[src/hpsc_pkg.sv]
// Package for the hot-plug slot control block: register map, field layout, encodings.
// Assumes a 32-bit AXI4-Lite register bus with word-aligned registers.
package hpsc_pkg;
	// Byte addresses of the registers
	localparam logic [11:0] HPSC_OFF_CAPS   = 12'h054;
	localparam logic [11:0] HPSC_OFF_CTRL   = 12'h058;
	localparam logic [11:0] HPSC_OFF_STAT   = 12'h05C;
	localparam logic [11:0] HPSC_OFF_INTST  = 12'h060;
	localparam logic [11:0] HPSC_OFF_INTMSK = 12'h064;
	localparam logic [11:0] HPSC_OFF_ENV    = 12'h068;
	localparam int HPSC_AW = 12;
	// Slot control field positions
	localparam int C_BTN   = 0;
	localparam int C_PFLT  = 1;
	localparam int C_LATCH = 2;
	localparam int C_PRES  = 3;
	localparam int C_CMD   = 4;
	localparam int C_MHP   = 5;
	localparam int C_AI_LO = 6;
	localparam int C_PI_LO = 8;
	localparam int C_PWR   = 10;
	localparam int C_ILK   = 11;
	localparam int C_LINK  = 12;
	// Slot capabilities field positions
	localparam int K_BTN   = 0;
	localparam int K_PWR   = 1;
	localparam int K_LATCH = 2;
	localparam int K_AI    = 3;
	localparam int K_PI    = 4;
	localparam int K_HPC   = 6;
	localparam int K_ILK   = 17;
	// Slot status flag positions
	localparam int S_BTN   = 0;
	localparam int S_PFLT  = 1;
	localparam int S_LATCH = 2;
	localparam int S_PRES  = 3;
	localparam int S_CMD   = 4;
	localparam int S_LSTAT = 5;
	localparam int S_PSTAT = 6;
	localparam int S_ILKST = 7;
	localparam int S_LINK  = 8;
	localparam logic [8:0] S_RW1C_MASK = 9'h11F;
	// Reset values
	localparam logic [1:0]  AI_RST   = 2'h3;
	localparam logic [1:0]  PI_RST   = 2'h1;
	localparam logic [15:0] CTRL_RST = 16'h01C0;
	localparam logic [31:0] CAPS_RST = 32'h0000_0000;
	// Indicator encodings
	localparam logic [1:0] IND_ON    = 2'h1;
	localparam logic [1:0] IND_BLINK = 2'h2;
	localparam logic [1:0] IND_OFF   = 2'h3;
	// AXI responses
	localparam logic [1:0] RESP_OKAY   = 2'h0;
	localparam logic [1:0] RESP_SLVERR = 2'h2;
	// Command completion state machine
	typedef enum logic [2:0]
	{
		CS_IDLE = 3'b001,
		CS_BUSY = 3'b010,
		CS_DONE = 3'b100
	} hpsc_cmd_type;
endpackage

[src/hpsc_slot_ctrl.sv]
// Hot-plug slot control register bank with slot status flags and interrupt.
// Slot events arrive as one-cycle pulses synchronous to aclk; actions of a control
// write are acknowledged by the slot side through action_done.
// How it works
// RULE1: Button enable lets a button press raise interrupt or wake; else nothing.
// RULE2: Power fault enable gates the power fault event.
// RULE3: Latch sensor change enable gates latch change events.
// RULE4: Presence change enable gates presence changes; never capability-masked.
// RULE5: Command done enable gates completion interrupt; no wake from it.
// RULE6: Master enable gates all hot-plug interrupts, each also needing its own enable.
// RULE7: Fields without their capability are read-only zero, except presence and link enables.
// RULE8: Attention indicator resets off, writes set it and send a message.
// RULE9: Attention indicator reads zero without its present capability.
// RULE10: Power indicator resets on, writes set it and send a message.
// RULE11: Power indicator reads zero without its present capability.
// RULE12: On the upstream port power indicator writes have no effect.
// RULE13: Slot power control resets on; read returns applied power state.
// RULE14: Interlock control reads zero; writing one toggles interlock, zero does nothing.
// RULE15: Link active change enable gates link active change events.
// RULE16: Command done set only after all actions of one write finish; sticky.
// RULE17: Event flags set by events and cleared by writing one.
// RULE18: Interrupt while any enabled flag set and master enable set.
// RULE19: Control bits 15 to 13 read zero.
//
// The AXI4-Lite register port was decided locally.
`timescale 1ns/1ns
`default_nettype none
module hpsc_slot_ctrl
	import hpsc_pkg::*;
#(
	parameter bit UPSTREAM = 1'b0
)
(
	input  wire logic                aclk,
	input  wire logic                aresetn,
	input  wire logic [HPSC_AW-1:0]  s_axi_awaddr,
	input  wire logic [2:0]          s_axi_awprot,
	input  wire logic                s_axi_awvalid,
	output logic                     s_axi_awready,
	input  wire logic [31:0]         s_axi_wdata,
	input  wire logic [3:0]          s_axi_wstrb,
	input  wire logic                s_axi_wvalid,
	output logic                     s_axi_wready,
	output logic [1:0]               s_axi_bresp,
	output logic                     s_axi_bvalid,
	input  wire logic                s_axi_bready,
	input  wire logic [HPSC_AW-1:0]  s_axi_araddr,
	input  wire logic [2:0]          s_axi_arprot,
	input  wire logic                s_axi_arvalid,
	output logic                     s_axi_arready,
	output logic [31:0]              s_axi_rdata,
	output logic [1:0]               s_axi_rresp,
	output logic                     s_axi_rvalid,
	input  wire logic                s_axi_rready,
	input  wire logic                button_press,
	input  wire logic                power_fault,
	input  wire logic                latch_change,
	input  wire logic                presence_change,
	input  wire logic                link_active_change,
	input  wire logic                latch_open,
	input  wire logic                card_present,
	input  wire logic                action_done,
	output logic                     action_start,
	output logic [1:0]               attention_indicator,
	output logic [1:0]               power_indicator,
	output logic                     slot_power_off,
	output logic                     interlock_engaged,
	output logic                     attn_msg_send,
	output logic                     pwr_msg_send,
	output logic                     hotplug_irq,
	output logic                     hotplug_wake,
	output logic                     irq
);

	// Register state
	logic [31:0]  caps_q;
	logic [15:0]  ctrl_q;
	logic [8:0]   flags_q;
	logic [4:0]   intst_q;
	logic [4:0]   intmsk_q;
	logic         ilk_q;
	logic         aw_held_q;
	logic         w_held_q;
	logic [HPSC_AW-1:0] awaddr_q;
	logic [31:0]  wdata_q;
	logic [3:0]   wstrb_q;
	hpsc_cmd_type cmd_q;
	logic         ctrl_pend_q;
	logic [15:0]  prev_ctrl_q;

	// Write channel acceptance: address and data taken in any order
	// A channel that arrives first is parked in a holding register until its partner
	// shows up, so a master that staggers the two still gets one response.
	wire          aw_take = s_axi_awvalid && s_axi_awready;
	wire          w_take  = s_axi_wvalid && s_axi_wready;
	wire          aw_have = aw_held_q || aw_take;
	wire          w_have  = w_held_q || w_take;
	wire          wr_fire = aw_have && w_have && !s_axi_bvalid;
	wire [HPSC_AW-1:0] wr_addr = aw_held_q ? awaddr_q : s_axi_awaddr;
	wire [31:0]   wr_data = w_held_q ? wdata_q : s_axi_wdata;
	wire [3:0]    wr_strb = w_held_q ? wstrb_q : s_axi_wstrb;
	wire [31:0]   wmask = {{8{wr_strb[3]}}, {8{wr_strb[2]}}, {8{wr_strb[1]}}, {8{wr_strb[0]}}};
	wire [31:0]   wbits = wr_data & wmask;

	// Write decode
	wire          wr_caps   = wr_fire && (wr_addr == HPSC_OFF_CAPS);
	wire          wr_ctrl   = wr_fire && (wr_addr == HPSC_OFF_CTRL) && (wr_strb[1:0] != 2'h0);
	wire          wr_stat   = wr_fire && (wr_addr == HPSC_OFF_STAT);
	wire          wr_intst  = wr_fire && (wr_addr == HPSC_OFF_INTST);
	wire          wr_intmsk = wr_fire && (wr_addr == HPSC_OFF_INTMSK);
	wire          wr_ok     = (wr_addr == HPSC_OFF_CAPS) || (wr_addr == HPSC_OFF_CTRL) ||
	                          (wr_addr == HPSC_OFF_STAT) || (wr_addr == HPSC_OFF_INTST) ||
	                          (wr_addr == HPSC_OFF_INTMSK) || (wr_addr == HPSC_OFF_ENV);

	// Capability-derived writable mask of the control register
	// Capability bits are live: clearing one hides the field at once while the stored
	// value is kept, so setting the capability again brings the old setting back.
	wire          cap_btn   = caps_q[K_BTN];
	wire          cap_pwr   = caps_q[K_PWR];
	wire          cap_latch = caps_q[K_LATCH];
	wire          cap_ai    = caps_q[K_AI];
	wire          cap_pi    = caps_q[K_PI];
	wire          cap_hpc   = caps_q[K_HPC];
	wire          cap_ilk   = caps_q[K_ILK];
	wire [15:0]   ctrl_cap_mask = {3'h0,                            // RULE19
	                               1'b1,                            // RULE15
	                               cap_ilk, cap_pwr,
	                               {2{cap_pi}}, {2{cap_ai}},        // RULE9 RULE11
	                               cap_hpc, cap_hpc, 1'b1,          // RULE4
	                               cap_latch, cap_pwr, cap_btn};    // RULE7
	// Bits of slot control a write can change; interlock is a strobe only
	wire [15:0]   ctrl_wmask = ctrl_cap_mask & ~(16'h1 << C_ILK) &
	                           {{8{wr_strb[1]}}, {8{wr_strb[0]}}} &
	                           (UPSTREAM ? ~(16'h3 << C_PI_LO) : 16'hFFFF); // RULE12
	wire [15:0]   ctrl_vis  = ctrl_q & ctrl_cap_mask & ~(16'h1 << C_ILK);  // RULE14 RULE7
	wire [15:0]   ctrl_next = (ctrl_q & ~ctrl_wmask) | (wbits[15:0] & ctrl_wmask);
	wire          ilk_toggle = wr_ctrl && wr_strb[1] && wbits[C_ILK] && cap_ilk; // RULE14

	// Event capture; presence and link changes ignore capabilities
	// Events are single-cycle pulses; a held level would set a flag every cycle,
	// which is harmless because the flags are sticky anyway.
	wire [8:0]    ev_set;
	assign ev_set[S_BTN]   = button_press && cap_btn;
	assign ev_set[S_PFLT]  = power_fault && cap_pwr;
	assign ev_set[S_LATCH] = latch_change && cap_latch;
	assign ev_set[S_PRES]  = presence_change;
	assign ev_set[S_CMD]   = (cmd_q == CS_DONE);
	assign ev_set[S_LSTAT] = 1'b0;
	assign ev_set[S_PSTAT] = 1'b0;
	assign ev_set[S_ILKST] = 1'b0;
	assign ev_set[S_LINK]  = link_active_change;
	wire [8:0]    flag_clr = wr_stat ? (wbits[8:0] & S_RW1C_MASK) : 9'h0;
	wire [8:0]    flags_d  = (flags_q & ~flag_clr) | ev_set;   // RULE17

	// Enabled event terms; wake excludes command completion
	// Wake needs no master enable, so a sleeping port can still be woken by the slot.
	// Command completion only interrupts; it never wakes.
	wire          en_btn   = flags_q[S_BTN]   && ctrl_vis[C_BTN];   // RULE1
	wire          en_pflt  = flags_q[S_PFLT]  && ctrl_vis[C_PFLT];  // RULE2
	wire          en_latch = flags_q[S_LATCH] && ctrl_vis[C_LATCH]; // RULE3
	wire          en_pres  = flags_q[S_PRES]  && ctrl_vis[C_PRES];  // RULE4
	wire          en_cmd   = flags_q[S_CMD]   && ctrl_vis[C_CMD];   // RULE5
	wire          en_link  = flags_q[S_LINK]  && ctrl_vis[C_LINK];  // RULE15
	wire          wake_any = en_btn || en_pflt || en_latch || en_pres || en_link;
	wire          irq_d    = ctrl_vis[C_MHP] && (wake_any || en_cmd); // RULE6 RULE18

	// Local interrupt events: hot-plug irq edge, command done, any slot event
	// The hot-plug term records the rising edge rather than the level, so software
	// sees a new event even after the level has fallen again.
	wire [4:0]    int_ev = {ev_set[S_LINK], ev_set[S_PRES], |ev_set[S_LATCH:S_BTN],
	                        ev_set[S_CMD], irq_d && !hotplug_irq};
	wire [4:0]    intst_d = (intst_q & ~(wr_intst ? wbits[4:0] : 5'h0)) | int_ev;

	// Read side
	// Decode uses the live read address; it is only sampled on the handshake edge,
	// where the master is still holding it.
	wire          rd_take = s_axi_arvalid && s_axi_arready;
	wire [31:0]   stat_word = {23'h0, flags_q[S_LINK], ilk_q, card_present, latch_open,
	                           flags_q[S_CMD:S_BTN]};
	wire [31:0]   env_word = {31'h0, UPSTREAM};
	wire [31:0]   rd_word = (s_axi_araddr == HPSC_OFF_CAPS)   ? caps_q :
	                        (s_axi_araddr == HPSC_OFF_CTRL)   ? {16'h0, ctrl_vis} :
	                        (s_axi_araddr == HPSC_OFF_STAT)   ? stat_word :
	                        (s_axi_araddr == HPSC_OFF_INTST)  ? {27'h0, intst_q} :
	                        (s_axi_araddr == HPSC_OFF_INTMSK) ? {27'h0, intmsk_q} :
	                        (s_axi_araddr == HPSC_OFF_ENV)    ? env_word : 32'h0;
	wire          rd_ok   = (s_axi_araddr == HPSC_OFF_CAPS) || (s_axi_araddr == HPSC_OFF_CTRL) ||
	                        (s_axi_araddr == HPSC_OFF_STAT) || (s_axi_araddr == HPSC_OFF_INTST) ||
	                        (s_axi_araddr == HPSC_OFF_INTMSK) || (s_axi_araddr == HPSC_OFF_ENV);

	// Indicator write detection for message strobes
	// Any write reaching the indicator byte sends a message, even with an unchanged
	// value, so the slot can resynchronise its lamps from software.
	wire          ai_written = wr_ctrl && wr_strb[0] && cap_ai;                 // RULE8
	wire          pi_written = wr_ctrl && wr_strb[1] && cap_pi && !UPSTREAM;    // RULE10 RULE12

	// AXI write handshake and holding registers
	// Ready is withheld while a response waits, which throttles a master that
	// issues back-to-back writes without blocking it forever.
	always_ff @(posedge aclk)
	begin
		if (!aresetn)
		begin
			aw_held_q     <= 1'b0;
			w_held_q      <= 1'b0;
			awaddr_q      <= '0;
			wdata_q       <= 32'h0;
			wstrb_q       <= 4'h0;
			s_axi_awready <= 1'b0;
			s_axi_wready  <= 1'b0;
			s_axi_bvalid  <= 1'b0;
			s_axi_bresp   <= RESP_OKAY;
		end
		else
		begin
			if (aw_take)
				awaddr_q <= s_axi_awaddr;
			if (w_take)
			begin
				wdata_q <= s_axi_wdata;
				wstrb_q <= s_axi_wstrb;
			end
			aw_held_q     <= aw_have && !wr_fire;
			w_held_q      <= w_have && !wr_fire;
			// Each ready only while its own channel holds nothing, so each channel is taken once
			s_axi_awready <= !aw_have && !s_axi_bvalid && !(wr_fire);
			s_axi_wready  <= !w_have && !s_axi_bvalid && !(wr_fire);
			if (wr_fire)
			begin
				s_axi_bvalid <= 1'b1;
				s_axi_bresp  <= wr_ok ? RESP_OKAY : RESP_SLVERR;
			end
			else if (s_axi_bready)
				s_axi_bvalid <= 1'b0;
		end
	end

	// AXI read: one-cycle ready pulse, data registered
	// Ready drops after each take and stays low until rready drains the answer, so
	// only one read is ever outstanding.
	always_ff @(posedge aclk)
	begin
		if (!aresetn)
		begin
			s_axi_arready <= 1'b0;
			s_axi_rvalid  <= 1'b0;
			s_axi_rdata   <= 32'h0;
			s_axi_rresp   <= RESP_OKAY;
		end
		else
		begin
			s_axi_arready <= !s_axi_arready && !s_axi_rvalid && s_axi_arvalid;
			if (rd_take)
			begin
				s_axi_rvalid <= 1'b1;
				s_axi_rdata  <= rd_word;
				s_axi_rresp  <= rd_ok ? RESP_OKAY : RESP_SLVERR;
			end
			else if (s_axi_rready)
				s_axi_rvalid <= 1'b0;
		end
	end

	// Capabilities and slot control storage
	// Capabilities stay writable so software can describe the slot hardware;
	// a fixed product would load them once at start-up instead.
	always_ff @(posedge aclk)
	begin
		if (!aresetn)
		begin
			caps_q   <= CAPS_RST;
			ctrl_q   <= CTRL_RST;      // RULE8 RULE10 RULE13
			ilk_q    <= 1'b0;
			intmsk_q <= 5'h0;
		end
		else
		begin
			if (wr_caps)
				caps_q <= (caps_q & ~wmask) | wbits;
			if (wr_ctrl)
				ctrl_q <= ctrl_next;
			if (ilk_toggle)
				ilk_q <= !ilk_q;       // RULE14
			if (wr_intmsk)
				intmsk_q <= wbits[4:0];
		end
	end

	// Flags; a set in the clearing cycle survives
	// Losing an event is worse than reporting one that software has just
	// acknowledged, so the set term is ORed in after the clear.
	always_ff @(posedge aclk)
	begin
		if (!aresetn)
		begin
			flags_q <= 9'h0;
			intst_q <= 5'h0;
		end
		else
		begin
			flags_q <= flags_d;        // RULE17
			intst_q <= intst_d;
		end
	end

	// Command completion: one control write is one command, done after the slot side acks
	// A write landing while a command runs is queued by the pending bit and starts
	// as soon as the machine is idle again; several such writes merge into one.
	always_ff @(posedge aclk)
	begin
		if (!aresetn)
		begin
			cmd_q        <= CS_IDLE;
			ctrl_pend_q  <= 1'b0;
			action_start <= 1'b0;
			prev_ctrl_q  <= CTRL_RST;
		end
		else
		begin
			action_start <= 1'b0;
			if (wr_ctrl)
				ctrl_pend_q <= 1'b1;
			case (cmd_q)
				CS_IDLE:
				begin
					if (ctrl_pend_q && !wr_ctrl)
					begin
						ctrl_pend_q  <= 1'b0;
						action_start <= 1'b1;
						prev_ctrl_q  <= ctrl_q;
						cmd_q        <= CS_BUSY;
					end
				end
				CS_BUSY:
				begin
					if (action_done && !action_start)
						cmd_q <= CS_DONE;  // RULE16
				end
				CS_DONE:
					cmd_q <= CS_IDLE;
				default:
					cmd_q <= CS_IDLE;
			endcase
		end
	end

	// Slot-facing outputs, all registered
	// Outputs follow the visible field, so a slot without an indicator sees zero,
	// never a stale setting from before its capability was cleared.
	always_ff @(posedge aclk)
	begin
		if (!aresetn)
		begin
			attention_indicator <= AI_RST;
			power_indicator     <= PI_RST;
			slot_power_off      <= 1'b0;
			interlock_engaged   <= 1'b0;
			attn_msg_send       <= 1'b0;
			pwr_msg_send        <= 1'b0;
			hotplug_irq         <= 1'b0;
			hotplug_wake        <= 1'b0;
			irq                 <= 1'b0;
		end
		else
		begin
			attention_indicator <= ctrl_vis[C_AI_LO +: 2];
			power_indicator     <= ctrl_vis[C_PI_LO +: 2];
			slot_power_off      <= ctrl_vis[C_PWR];        // RULE13
			interlock_engaged   <= ilk_q;
			attn_msg_send       <= ai_written;             // RULE8
			pwr_msg_send        <= pi_written;             // RULE10
			hotplug_irq         <= irq_d;                  // RULE18
			hotplug_wake        <= wake_any;               // RULE5
			irq                 <= |(intst_d & intmsk_q);
		end
	end

	// Protection bits are accepted but not used
	wire unused_ok = &{1'b0, s_axi_awprot, s_axi_arprot, prev_ctrl_q, wbits[31:16]};

endmodule
`default_nettype wire

[config.mk]
export PLATFORM = sky130hd
export DESIGN_NAME = hpsc_slot_ctrl
export DESIGN_NICKNAME = d
export VERILOG_FILES = /design/src/hpsc_pkg.sv /design/src/hpsc_slot_ctrl.sv
export SDC_FILE = /design/constraint.sdc
export NUM_CORES = 1
export LEC_CHECK = 0
export BUFFER_PORTS_ARGS = -buffer_cell sky130_fd_sc_hd__clkbuf_2
export CAP_MARGIN = 20
export CORE_UTILIZATION = 50
export DETAILED_ROUTE_END_ITERATION = 10
export PLACE_DENSITY = 0.81
export SETUP_SLACK_MARGIN = 0.02
export SLEW_MARGIN = 10
export SYNTH_ARGS = -nofsm -noshare
export SYNTH_HDL_FRONTEND = slang
export SYNTH_SLANG_ARGS = --single-unit
[constraint.sdc]
create_clock -name aclk -period 2.54 [get_ports aclk]
set_input_delay 0.127 -clock aclk [delete_from_list [all_inputs] [get_ports aclk]]
set_output_delay 0.127 -clock aclk [all_outputs]
set_load 0.01 [all_outputs]
After elaboration in Yosys (flattened, before gate mapping)
Index checks and enable logic that the tools add are counted.
W data, S select, Z words.
Operators by class
  equality and inequality tests: 17
  mux-type cells: 23
  bitwise operators: 17
  reduce and logical (&&, ||, !) cells: 72
Operator list (number)
  $eq A12 B7 Y1 const B: 12
  $and A32 B32 Y32: 2
  $mux W32: 2
  $logic_and A1 B1 Y1: 38
  $and A16 B16 Y16: 2
  $not A32 Y32: 1
  $or A32 B32 Y32: 1
  $mux W9: 2
  $logic_or A1 B1 Y1: 17
  $and A13 B16 Y16: 1
  $and A16 B13 Y16: 1
  $mux W16: 1
  $not A16 Y16: 1
  $or A16 B16 Y16: 1
  $mux W5: 3
  $mux W12: 1
  $and A5 B5 Y5: 2
  $logic_not A1 Y1: 10
  $and A9 B9 Y9: 1
  $not A9 Y9: 1
  $or A9 B9 Y9: 1
  $mux W1: 8
  $mux W3: 2
  $pmux W3 S2: 1
  other kinds (12): 17
Storage, ports and cells
  bits in registers: 175
  input port bits: 81
  output and inout port bits: 53
  logic and storage cells: 160

Longest topological paths before layout
Gate-level depths: netlist of the first run.
  word-level depth: 12
  gate-level depth with buffers: 10
  depth with buffers taken out: 6

Worst setup path before layout of the first run
No wires, ideal clock.
  path kind: reg2reg
  start point: register aw_held_q
  end point: register with a tool-made name
  library setup time: 0.079 ns
  data arrival time: 2.355 ns
  required time: 2.461 ns
  setup slack: 0.106 ns
  cell stages (with the launch flop): 10
  path buffers: 3
  clock period less this slack: 2.434 ns
  cells stage by stage: dfxtp_1 buf_4 or3_1 a2111o_1 or4b_1 buf_6 nor2_8 buf_6 nor2_1 a211oi_2
RTL lines
  start, declared: RTL line hpsc_slot_ctrl.sv:82  | logic aw_held_q;
  start signal, assigned: RTL line hpsc_slot_ctrl.sv:223  | aw_held_q <= aw_have && !wr_fire;

==> impl_metrics.csv, run 1 <==
group,metric,value,unit
floorplan,die_h,120,um
logic_synthesis,synth_compound_area_share,18.8,%
floorplan,pin_count,134,
outcome,status,"complete, no violations",
finish,drive_above_1_share,23.9,%
finish,syn_to_final_growth,31.1,%
sta,rsz0062_at_grt,"true",
pwr,p_total,5.80,mW
placed_design,dp_hpwl,11500,um
setup_path,endpoint_kind,"flop",
logic_synthesis,yosys_warnings,0,
routing,drt-initial-drc-count,539,
logic_synthesis,yosysMostFrequentCell,"dfxtp_1",
routing,routed_wl,18800,um
clock_network,cts_inserted_buffers,17,
pwr,power_density,631,mW/mm2
floorplan,num_rows,42,
setup_path,r2r_setup_slack,0.07,ns
floorplan,start_util,52.1,%
setup_path,rr_startpoint,"aw_held_q",
logic_synthesis,yosys.area_share.adder,0,%
placed_design,place.gp.congestion,0.880,
sta,fin_skew,0.00703,ns
routing,postRouteAntennaNets,0,
sta,worst_slack,0.0662,ns
sta,setup_tns,0,ns
logic_synthesis,synth_area,0.00701,mm2
sta,slew_viol_final,0,
setup_path,startpoint_type,"flop",
pwr,p_leak,3.58,nW
routing,vias_per_cell,5.55,
logic_synthesis,synthFlopType,"dfxtp_1",
logic_synthesis,yosys.area_share.simple,22.5,%
logic_synthesis,synth_cells,813,
floorplan,design.core.area,0.0135,mm2
placed_design,place_ws,-0.0597,ns
setup_path,startpoint,"aw_held_q",
setup_path,r2r_cells,8,
setup_path,arrival,2.81,ns
global_route,grt_start_max_net_pins,132,
sta,timing.slew.headroom,48.2,%
min_path,hold_class,"input pin to flop",
clock_network,clock_sinks,166,
clock_network,ctsLongestPathBuffers,2,
logic_synthesis,synth_area_leaders,"dfxtp_1, nand2_1, a21oi_1, mux2i_1, nor2_1",
logic_synthesis,synth.top_cell.area_share,47.4,%
sta,max_freq,404,MHz
sta,setup_violations,0,
setup_path,crit_fanout,7,
setup_path,crit_type,"flop to flop",
logic_synthesis,ys_async_sr_fraction,0,%
sta,hold_violations,0,
floorplan,chipWidth,120,um
logic_synthesis,synthXorXnorAreaFrac,0,%
global_route,grt_pass1_vias,6138,
logic_synthesis,netlist.top_cell.by_area,"dfxtp_1",
clock_network,path_clk_slew,0.06,ns
routing,dr.pass1.iters,5,
pwr,ir_drop,0.566,mV
sta,worst_pin_slew,0.775,ns
logic_synthesis,muxShareOfSynthArea,7.01,%
placed_design,port_buffers,125,
global_route,grt_pass1_wl,29600,um
global_route,gr-total-overflow,0,
clock_network,clk_latency,0.43,ns
logic_synthesis,synth_seq_cells,166,
routing,drc,0,
routing,via_count,6590,
logic_synthesis,synth_cell_types,54,
clock_network,cts_max_level,4,
logic_synthesis,ys_seq_area_share,47.4,%
logic_synthesis,synth-edff-count,0,
finish,fin_nets,1081,
flow_run,drv_cap,0,
finish,antenna_cells,0,
logic_synthesis,synth_top_family_by_area,"simple AND/OR/NAND/NOR gates",
sta,post-route-period-util,97.4,%
floorplan,die_area,0.0145,mm2
logic_synthesis,synthTopCellsByCount,"dfxtp_1, nand2_1, a21oi_1, nor2_1, clkbuf_1",
clock_network,cts_tree,"done",
global_route,grtUsageTotal,25.8,%
logic_synthesis,synth.avg_cell_area,8.63,um2
sta,min_period,2.47,ns
global_route,antenna_found_initial,0,
setup_path,worst_ep_required_time,2.88,ns
routing,wl_per_cell,15.8,um
clock_network,cts_root_buf,"clkbuf_16",
kinds of logic (layout without fill, tap and decap cells):
logic type / after synthesis / in the layout
AND/OR/NAND/NOR: 330 / 332
other: 1 / 2
flip-flops: 166 / 166
AO/OA/AOI/OAI: 202 / 202
multiplexers: 48 / 48
buffers and inverters: 66 / 262
cells in the final DEF (no fill, tap or decap), drive strengths merged, types with 7 or more instances in the layout:
master and instances:
a211oi 34, dfxtp 166, nor2 89, a21oi 87, mux2i 39, clkbuf 147
a22oi 23, nand3 13, and2 13, nor3 22, nand2b 9, and3 7
buf 43, nand2 140, nor2b 8, dlygate4sd3 56, o21ai 20, mux2 9
inv 7
what timing repair did:
item                                    CTS  global route
cloned                                    0             2
hold endpoints to repair                 57             0
hold buffers                             56             0
setup buffers                            11             7
gates resized for setup                   1            20
pin swaps                                 4             1
endpoints found under the setup margin   33            40
metrics by stage:
step / instance area (um2) / std cells / hold WS [ns] / utilization, %
after floorplan: 7020 / 814 / 0.245 / -
after global placement: 7820 / 1081 / 0.359 / 58.1
after detailed placement: 7820 / 1081 / 0.365 / 58.1
after CTS: 9050 / 1179 / 0.0377 / 67.3
after global routing: 9200 / 1188 / 0.0794 / 68.4
final: 9200 / 1188 / 0.0464 / 68.4
layer usage:
| metal | wire (um) | vias to the layer above | GRT usage (%) |
|---|---|---|---|
| met5 | 0 | - | 0 |
| met4 | 374 | 0 | 9.41 |
| met3 | 959 | 32 | 5.00 |
| met2 | 9290 | 229 | 44.3 |
| met1 | 8150 | 3083 | 32.0 |
| li1 | - | 3246 | - |
power breakdown:
| group | internal [mW] | switching (mW) |
|---|---|---|
| Clock | 1.54 | 1.01 |
| Combinational | 0.236 | 0.315 |
| Sequential | 2.66 | 0.0373 |
| Total | 4.44 | 1.37 |
final cells by class:
cell class,count,area (um2)
clock buffer,22,484
clock inverter,9,100
fill,1062,4250
inverter,7,28.8
multi-input combinational,584,3470
sequential,166,3330
tap,176,220
timing repair buffer,224,1570
critical path, stage by stage (launching register included):
cell	delay, ns
dfxtp_4	0.38
or3b_4	0.38
a2111o_1	0.40
or4b_4	0.52
buf_6	0.16
nor2_8	0.16
buf_4	0.14
nor2_1	0.04
a211oi_1	0.21
worst min-delay path by stage:
| stage | end | start | cells after the start |
|---|---|---|---|
| floorplan | s_axi_arready | s_axi_arvalid | 2 |
| global route | cmd_q[1] | action_done | 3 |
| global placement | s_axi_arready | s_axi_arvalid | 3 |
| CTS | cmd_q[1] | action_done | 3 |
| finish | cmd_q[1] | action_done | 3 |
| detailed placement | s_axi_arready | s_axi_arvalid | 3 |
No activity file was read; power rests on OpenSTA's default activity.
==> run 2, diff against run 1 <==
- REMOVE_ABC_BUFFERS: unset -> 1
==> run 2 against run 1 <==
  * Via count rose by 0.12%
  * Die area did not move
  * Sequential power barely moved
  * Critical path type is now input pin to flop
==> impl_metrics.csv, run 2 (synthesis results as in run 1) <==
group,metric,value,unit
setup_path,endpoint_kind,"flop",
floorplan,design.core.area,0.0135,mm2
setup_path,r2r_cells,8,
sta,fin_skew,0.00798,ns
floorplan,pin_count,134,
pwr,p_leak,3.55,nW
finish,postLayoutCellArea,0.00916,mm2
global_route,gr-total-overflow,0,
pwr,ir_drop,0.475,mV
clock_network,cts_max_level,4,
clock_network,cts_inserted_buffers,17,
finish,mostFrequentLayoutCells,"dfxtp_1, nand2_1, clkbuf_2",
global_route,grtUsageTotal,25.7,%
sta,min_period,2.48,ns
sta,post-route-period-util,97.7,%
placed_design,place_ws,0.0410,ns
setup_path,crit_type,"input pin to flop",
sta,setup_violations,0,
min_path,min_from,"action_done",
routing,via_count,6598,
placed_design,dpl.cell_count,1079,
setup_path,startpoint_type,"input pin",
min_path,holdPathStages,3,
sta,fin_hold_ws,0.0537,ns
finish,fin_nets,1077,
sta,rsz0062_at_grt,"true",
sta,slew_viol_final,0,
flow_run,drv_cap,0,
global_route,grt_pass1_vias,6231,
routing,drt-initial-drc-count,499,
clock_network,ctsLongestPathBuffers,2,
routing,dr.pass1.iters,5,
floorplan,chipWidth,120,um
finish,finalNonFillerCells,1185,
clock_network,cts_tree,"done",
min_path,hold-path-endpoint,"cmd_q[1]",
routing,routed_wl,18500,um
sta,timing.slew.headroom,49.9,%
clock_network,clk_latency,0.43,ns
floorplan,start_util,52.1,%
routing,vias_per_cell,5.57,
outcome,status,"complete, no violations",
finish,fillers,1058,
routing,postRouteAntennaNets,0,
sta,setup_tns,0,ns
finish,seq_area,0.00333,mm2
global_route,grt_pass1_wl,29500,um
sta,max_freq,403,MHz
finish,syn_to_final_growth,30.6,%
placed_design,dp_hpwl,11400,um
pwr,power_density,631,mW/mm2
placed_design,place.gp.congestion,0.835,
routing,wl_per_cell,15.6,um
sta,hold_violations,0,
clock_network,cts_root_buf,"clkbuf_16",
routing,drc,0,
placed_design,port_buffers,125,
sta,worst_slack,0.0578,ns
floorplan,die_h,120,um
finish,multi_input_area,0.00344,mm2
clock_network,clock_sinks,166,
finish,final_common_cell,"dfxtp_1",
floorplan,num_rows,42,
clock_network,path_clk_slew,0.06,ns
global_route,antenna_found_initial,0,
placed_design,placed_cell_area,0.00779,mm2
floorplan,die_area,0.0145,mm2
setup_path,rr_startpoint,"awaddr_q[8]",
setup_path,arrival,2.82,ns
finish,utilization,68.1,%
global_route,grt_start_max_net_pins,69,
setup_path,r2r_setup_slack,0.09,ns
setup_path,worst_ep_required_time,2.88,ns
finish,drive_above_1_share,23.2,%
finish,antenna_cells,0,
min_path,hold_class,"input pin to flop",
setup_path,crit_fanout,7,
sta,worst_pin_slew,0.752,ns
pwr,p_total,5.78,mW
## run 2: worst max-delay path, stage by stage
cell	delay, ns
dlygate4sd3_1	0.53
clkbuf_2	0.11
or3_1	0.37
a2111o_1	0.44
or4b_4	0.50
buf_12	0.18
nor2_8	0.16
buf_4	0.15
nor2_1	0.04
a211oi_1	0.20
## run 2: worst max path at each step
| stage | from | end | slack (ns) | cells past startpoint |
|---|---|---|---|---|
| finish | s_axi_awaddr[1] | flop | 0.06 | 10 |
| global route | s_axi_awaddr[1] | flop | -0.02 | 11 |
| CTS | aw_held_q | flop | 0.01 | 7 |
| detailed placement | aw_held_q | flop | 0.04 | 7 |
| global placement | aw_held_q | flop | 0.08 | 7 |
| floorplan | w_held_q | flop | -1.12 | 5 |
## run 2: power by group
| part | internal [mW] | total (mW) | switching (mW) |
|---|---|---|---|
| logic | 0.237 | 0.552 | 0.314 |
| registers | 2.66 | 2.70 | 0.0367 |
| clock network | 1.48 | 2.53 | 1.04 |
| total | 4.38 | 5.78 | 1.39 |
## run 2: area by class of cell
type / count / share of cell area [%]
Clock buffer: 23 / 5.44
Clock inverter: 9 / 0.997
Inverter: 7 / 0.314
Multi-Input combinational cell: 583 / 37.5
Sequential cell: 166 / 36.3
Tap cell: 176 / 2.40
Timing Repair Buffer: 221 / 17.0
## run 2: per-layer routing
layer | track usage (%) | part of all wire [%] | vias to the layer above
li1 | - | - | 3233
met1 | 32.1 | 43 | 3078
met2 | 42.4 | 48 | 250
met3 | 6.51 | 6.2 | 37
met4 | 10.4 | 2.3 | 0
met5 | 0 | 0 | -
## run 2: what timing repair did
action / CTS / global route
hold buffers: 56 / 0
hold endpoints to repair: 57 / 0
buffers inserted: 0 / 17
gates resized for setup: 0 / 14
cloned: 0 / 1
pin swaps: 2 / 6
setup endpoints to repair: 2 / 39
==> run 3, diff against run 2 <==
- PLACE_DENSITY: 0.81 -> 0.78
- REMOVE_ABC_BUFFERS: 1 -> unset
- clock period: 2.54 -> 2.5 ns (I/O delays scaled with it)
==> run 3 against run 2 <==
  * The run now ends with setup timing left
  * Clock skew is 0.0022 ns higher
  * Utilization is 0.73 points higher
  * Wire length is 1.2% lower
  * Total power is 4.2% higher
  * First-iteration DRC count is 2.4% higher
  * Cell area is 1.1% higher
  * Setup slack worse by 0.071 ns
  * Combinational power is 3% higher
  * Flip-flop and latch count stayed put
  * Register-to-register slack worse by 0.10 ns
  * Global-route usage is 0.47 points lower
  * Critical path type is now flop to flop
  * Largest cell class unchanged
==> impl_metrics.csv, run 3 (synthesis results as in run 1) <==
group,metric,value,unit
floorplan,pin_count,134,
placed_design,dp_hpwl,11400,um
setup_path,crit_fanout,8,
sta,fin_skew,0.0102,ns
global_route,grt_pass1_wl,28900,um
sta,timing.slew.headroom,54.5,%
finish,finalNonFillerCells,1196,
clock_network,path_clk_slew,0.06,ns
clock_network,cts_inserted_buffers,17,
floorplan,num_rows,42,
global_route,grt_pass1_vias,6086,
sta,worst_pin_slew,0.682,ns
sta,slew_viol_final,0,
pwr,p_leak,3.60,nW
clock_network,clk_latency,0.43,ns
finish,final_common_cell,"dfxtp_1",
clock_network,cts_root_buf,"clkbuf_16",
clock_network,clock_sinks,166,
sta,setup_violations,3,
global_route,grtUsageTotal,25.3,%
sta,min_period,2.51,ns
floorplan,die_h,120,um
setup_path,slowest_delay,0.52,ns
routing,wl_per_cell,15.3,um
routing,drc,0,
pwr,p_total,6.02,mW
routing,dr.pass1.iters,6,
setup_path,path_cells,"or3b_4, a2111o_1, or4b_4, buf_6, nor2_8, buf_6, nor2_1, a211oi_1",
setup_path,startpoint_type,"flop",
global_route,gr-total-overflow,0,
setup_path,r2r_cells,8,
min_path,hold_class,"input pin to flop",
floorplan,die_area,0.0145,mm2
clock_network,cts_tree,"done",
global_route,antenna_found_initial,0,
min_path,hold-path-endpoint,"cmd_q[1]",
sta,max_freq,398,MHz
routing,postRouteAntennaNets,0,
setup_path,endpoint_kind,"flop",
routing,vias_per_cell,5.45,
finish,fin_nets,1089,
setup_path,worst_ep_required_time,2.84,ns
setup_path,r2r_setup_slack,-0.01,ns
floorplan,start_util,52.1,%
placed_design,dpl.cell_count,1085,
setup_path,crit_top_cell,"buf_6",
global_route,grt_start_max_net_pins,62,
routing,via_count,6518,
setup_path,crit_path_top_delay_cell,"or4b_4",
sta,rsz0062_at_grt,"true",
floorplan,design.core.area,0.0135,mm2
sta,worst_slack,-0.0137,ns
clock_network,ctsLongestPathBuffers,2,
placed_design,place.gp.congestion,0.918,
setup_path,arrival,2.86,ns
outcome,status,"finished, violations left",
placed_design,port_buffers,125,
min_path,holdPathStages,3,
sta,hold_violations,0,
min_path,min_from,"action_done",
routing,routed_wl,18300,um
routing,drt-initial-drc-count,511,
sta,post-route-period-util,101,%
setup_path,rr_startpoint,"aw_held_q",
floorplan,chipWidth,120,um
pwr,power_density,650,mW/mm2
finish,mostFrequentLayoutCells,"dfxtp_1, nand2_1, clkbuf_2",
finish,syn_to_final_growth,32.0,%
flow_run,drv_cap,0,
clock_network,cts_max_level,4,
finish,antenna_cells,0,
finish,drive_above_1_share,24.0,%
pwr,ir_drop,0.505,mV
setup_path,crit_type,"flop to flop",
outcome,violations,"setup timing",
[run 3: cell count changes in the layout (fill, tap and decap cells not counted), moves of 3 or more]
cell,previous run,this run
buf_12,5,2
clkbuf_8,5,1
buf_6,2,5
bufinv_16,1,4
clkbuf_1,1,4
clkinvlp_4,4,1
buf_4,33,43
[run 3: power by group]
part	switching [mW]	internal (mW)	total, mW
clock	1.02	1.69	2.71
sequential	0.0374	2.71	2.74
combinational	0.322	0.244	0.566
[run 3: worst max path at each step]
stage / start / end / slack [ns]
finish: aw_held_q / flop / -0.01
CTS: aw_held_q / flop / 0.02
detailed placement: aw_held_q / flop / -0.05
global route: aw_held_q / flop / -0.07
global placement: aw_held_q / flop / 0.006
floorplan: aw_held_q / flop / 0.07
[run 3: metrics by stage]
stage	setup slack (ns)	utilization [%]	hold slack (ns)	TNS, ns	instance area, um2
after CTS	0.0156	67.5	0.0207	0	9090
after detailed placement	-0.0505	58.3	0.365	-0.327	7840
final	-0.0137	68.8	0.0374	-0.0266	9260
after floorplan	0.0661	-	0.243	0	7020
after global placement	0.00590	58.3	0.357	0	7840
after global routing	-0.0670	68.8	0.0809	-0.578	9260
[run 3: repair_timing]
| action | in CTS | in global routing |
|---|---|---|
| cloned | 0 | 3 |
| hold buffers | 56 | 0 |
| pin swaps | 4 | 11 |
| setup endpoints to repair | 30 | 35 |
| resized for setup | 2 | 16 |
| hold endpoints to repair | 57 | 0 |
| buffers inserted | 10 | 11 |
[run 3: layout make-up]
cell class | count | area [um2]
Clock buffer | 22 | 454
Clock inverter | 9 | 151
Fill cell | 1059 | 4190
Inverter | 7 | 28.8
Multi-Input combinational cell | 585 | 3470
Sequential cell | 166 | 3330
Tap cell | 176 | 220
Timing Repair Buffer | 231 | 1610
[run 3: layer usage]
metal,track usage [%],vias up,routed length [um]
li1,-,3257,-
met1,31.8,3010,7990
met2,42.5,219,8960
met3,4.95,32,1010
met4,9.80,0,346
met5,0,-,0
[run 3: critical path, delay by kind of cell, from the launching register on]
family / cells / cell delay [ns]
flip-flops: 1 / 0.36
AO/OA/AOI/OAI: 2 / 0.65
buffers and inverters: 2 / 0.32
AND/OR/NAND/NOR: 4 / 1.09
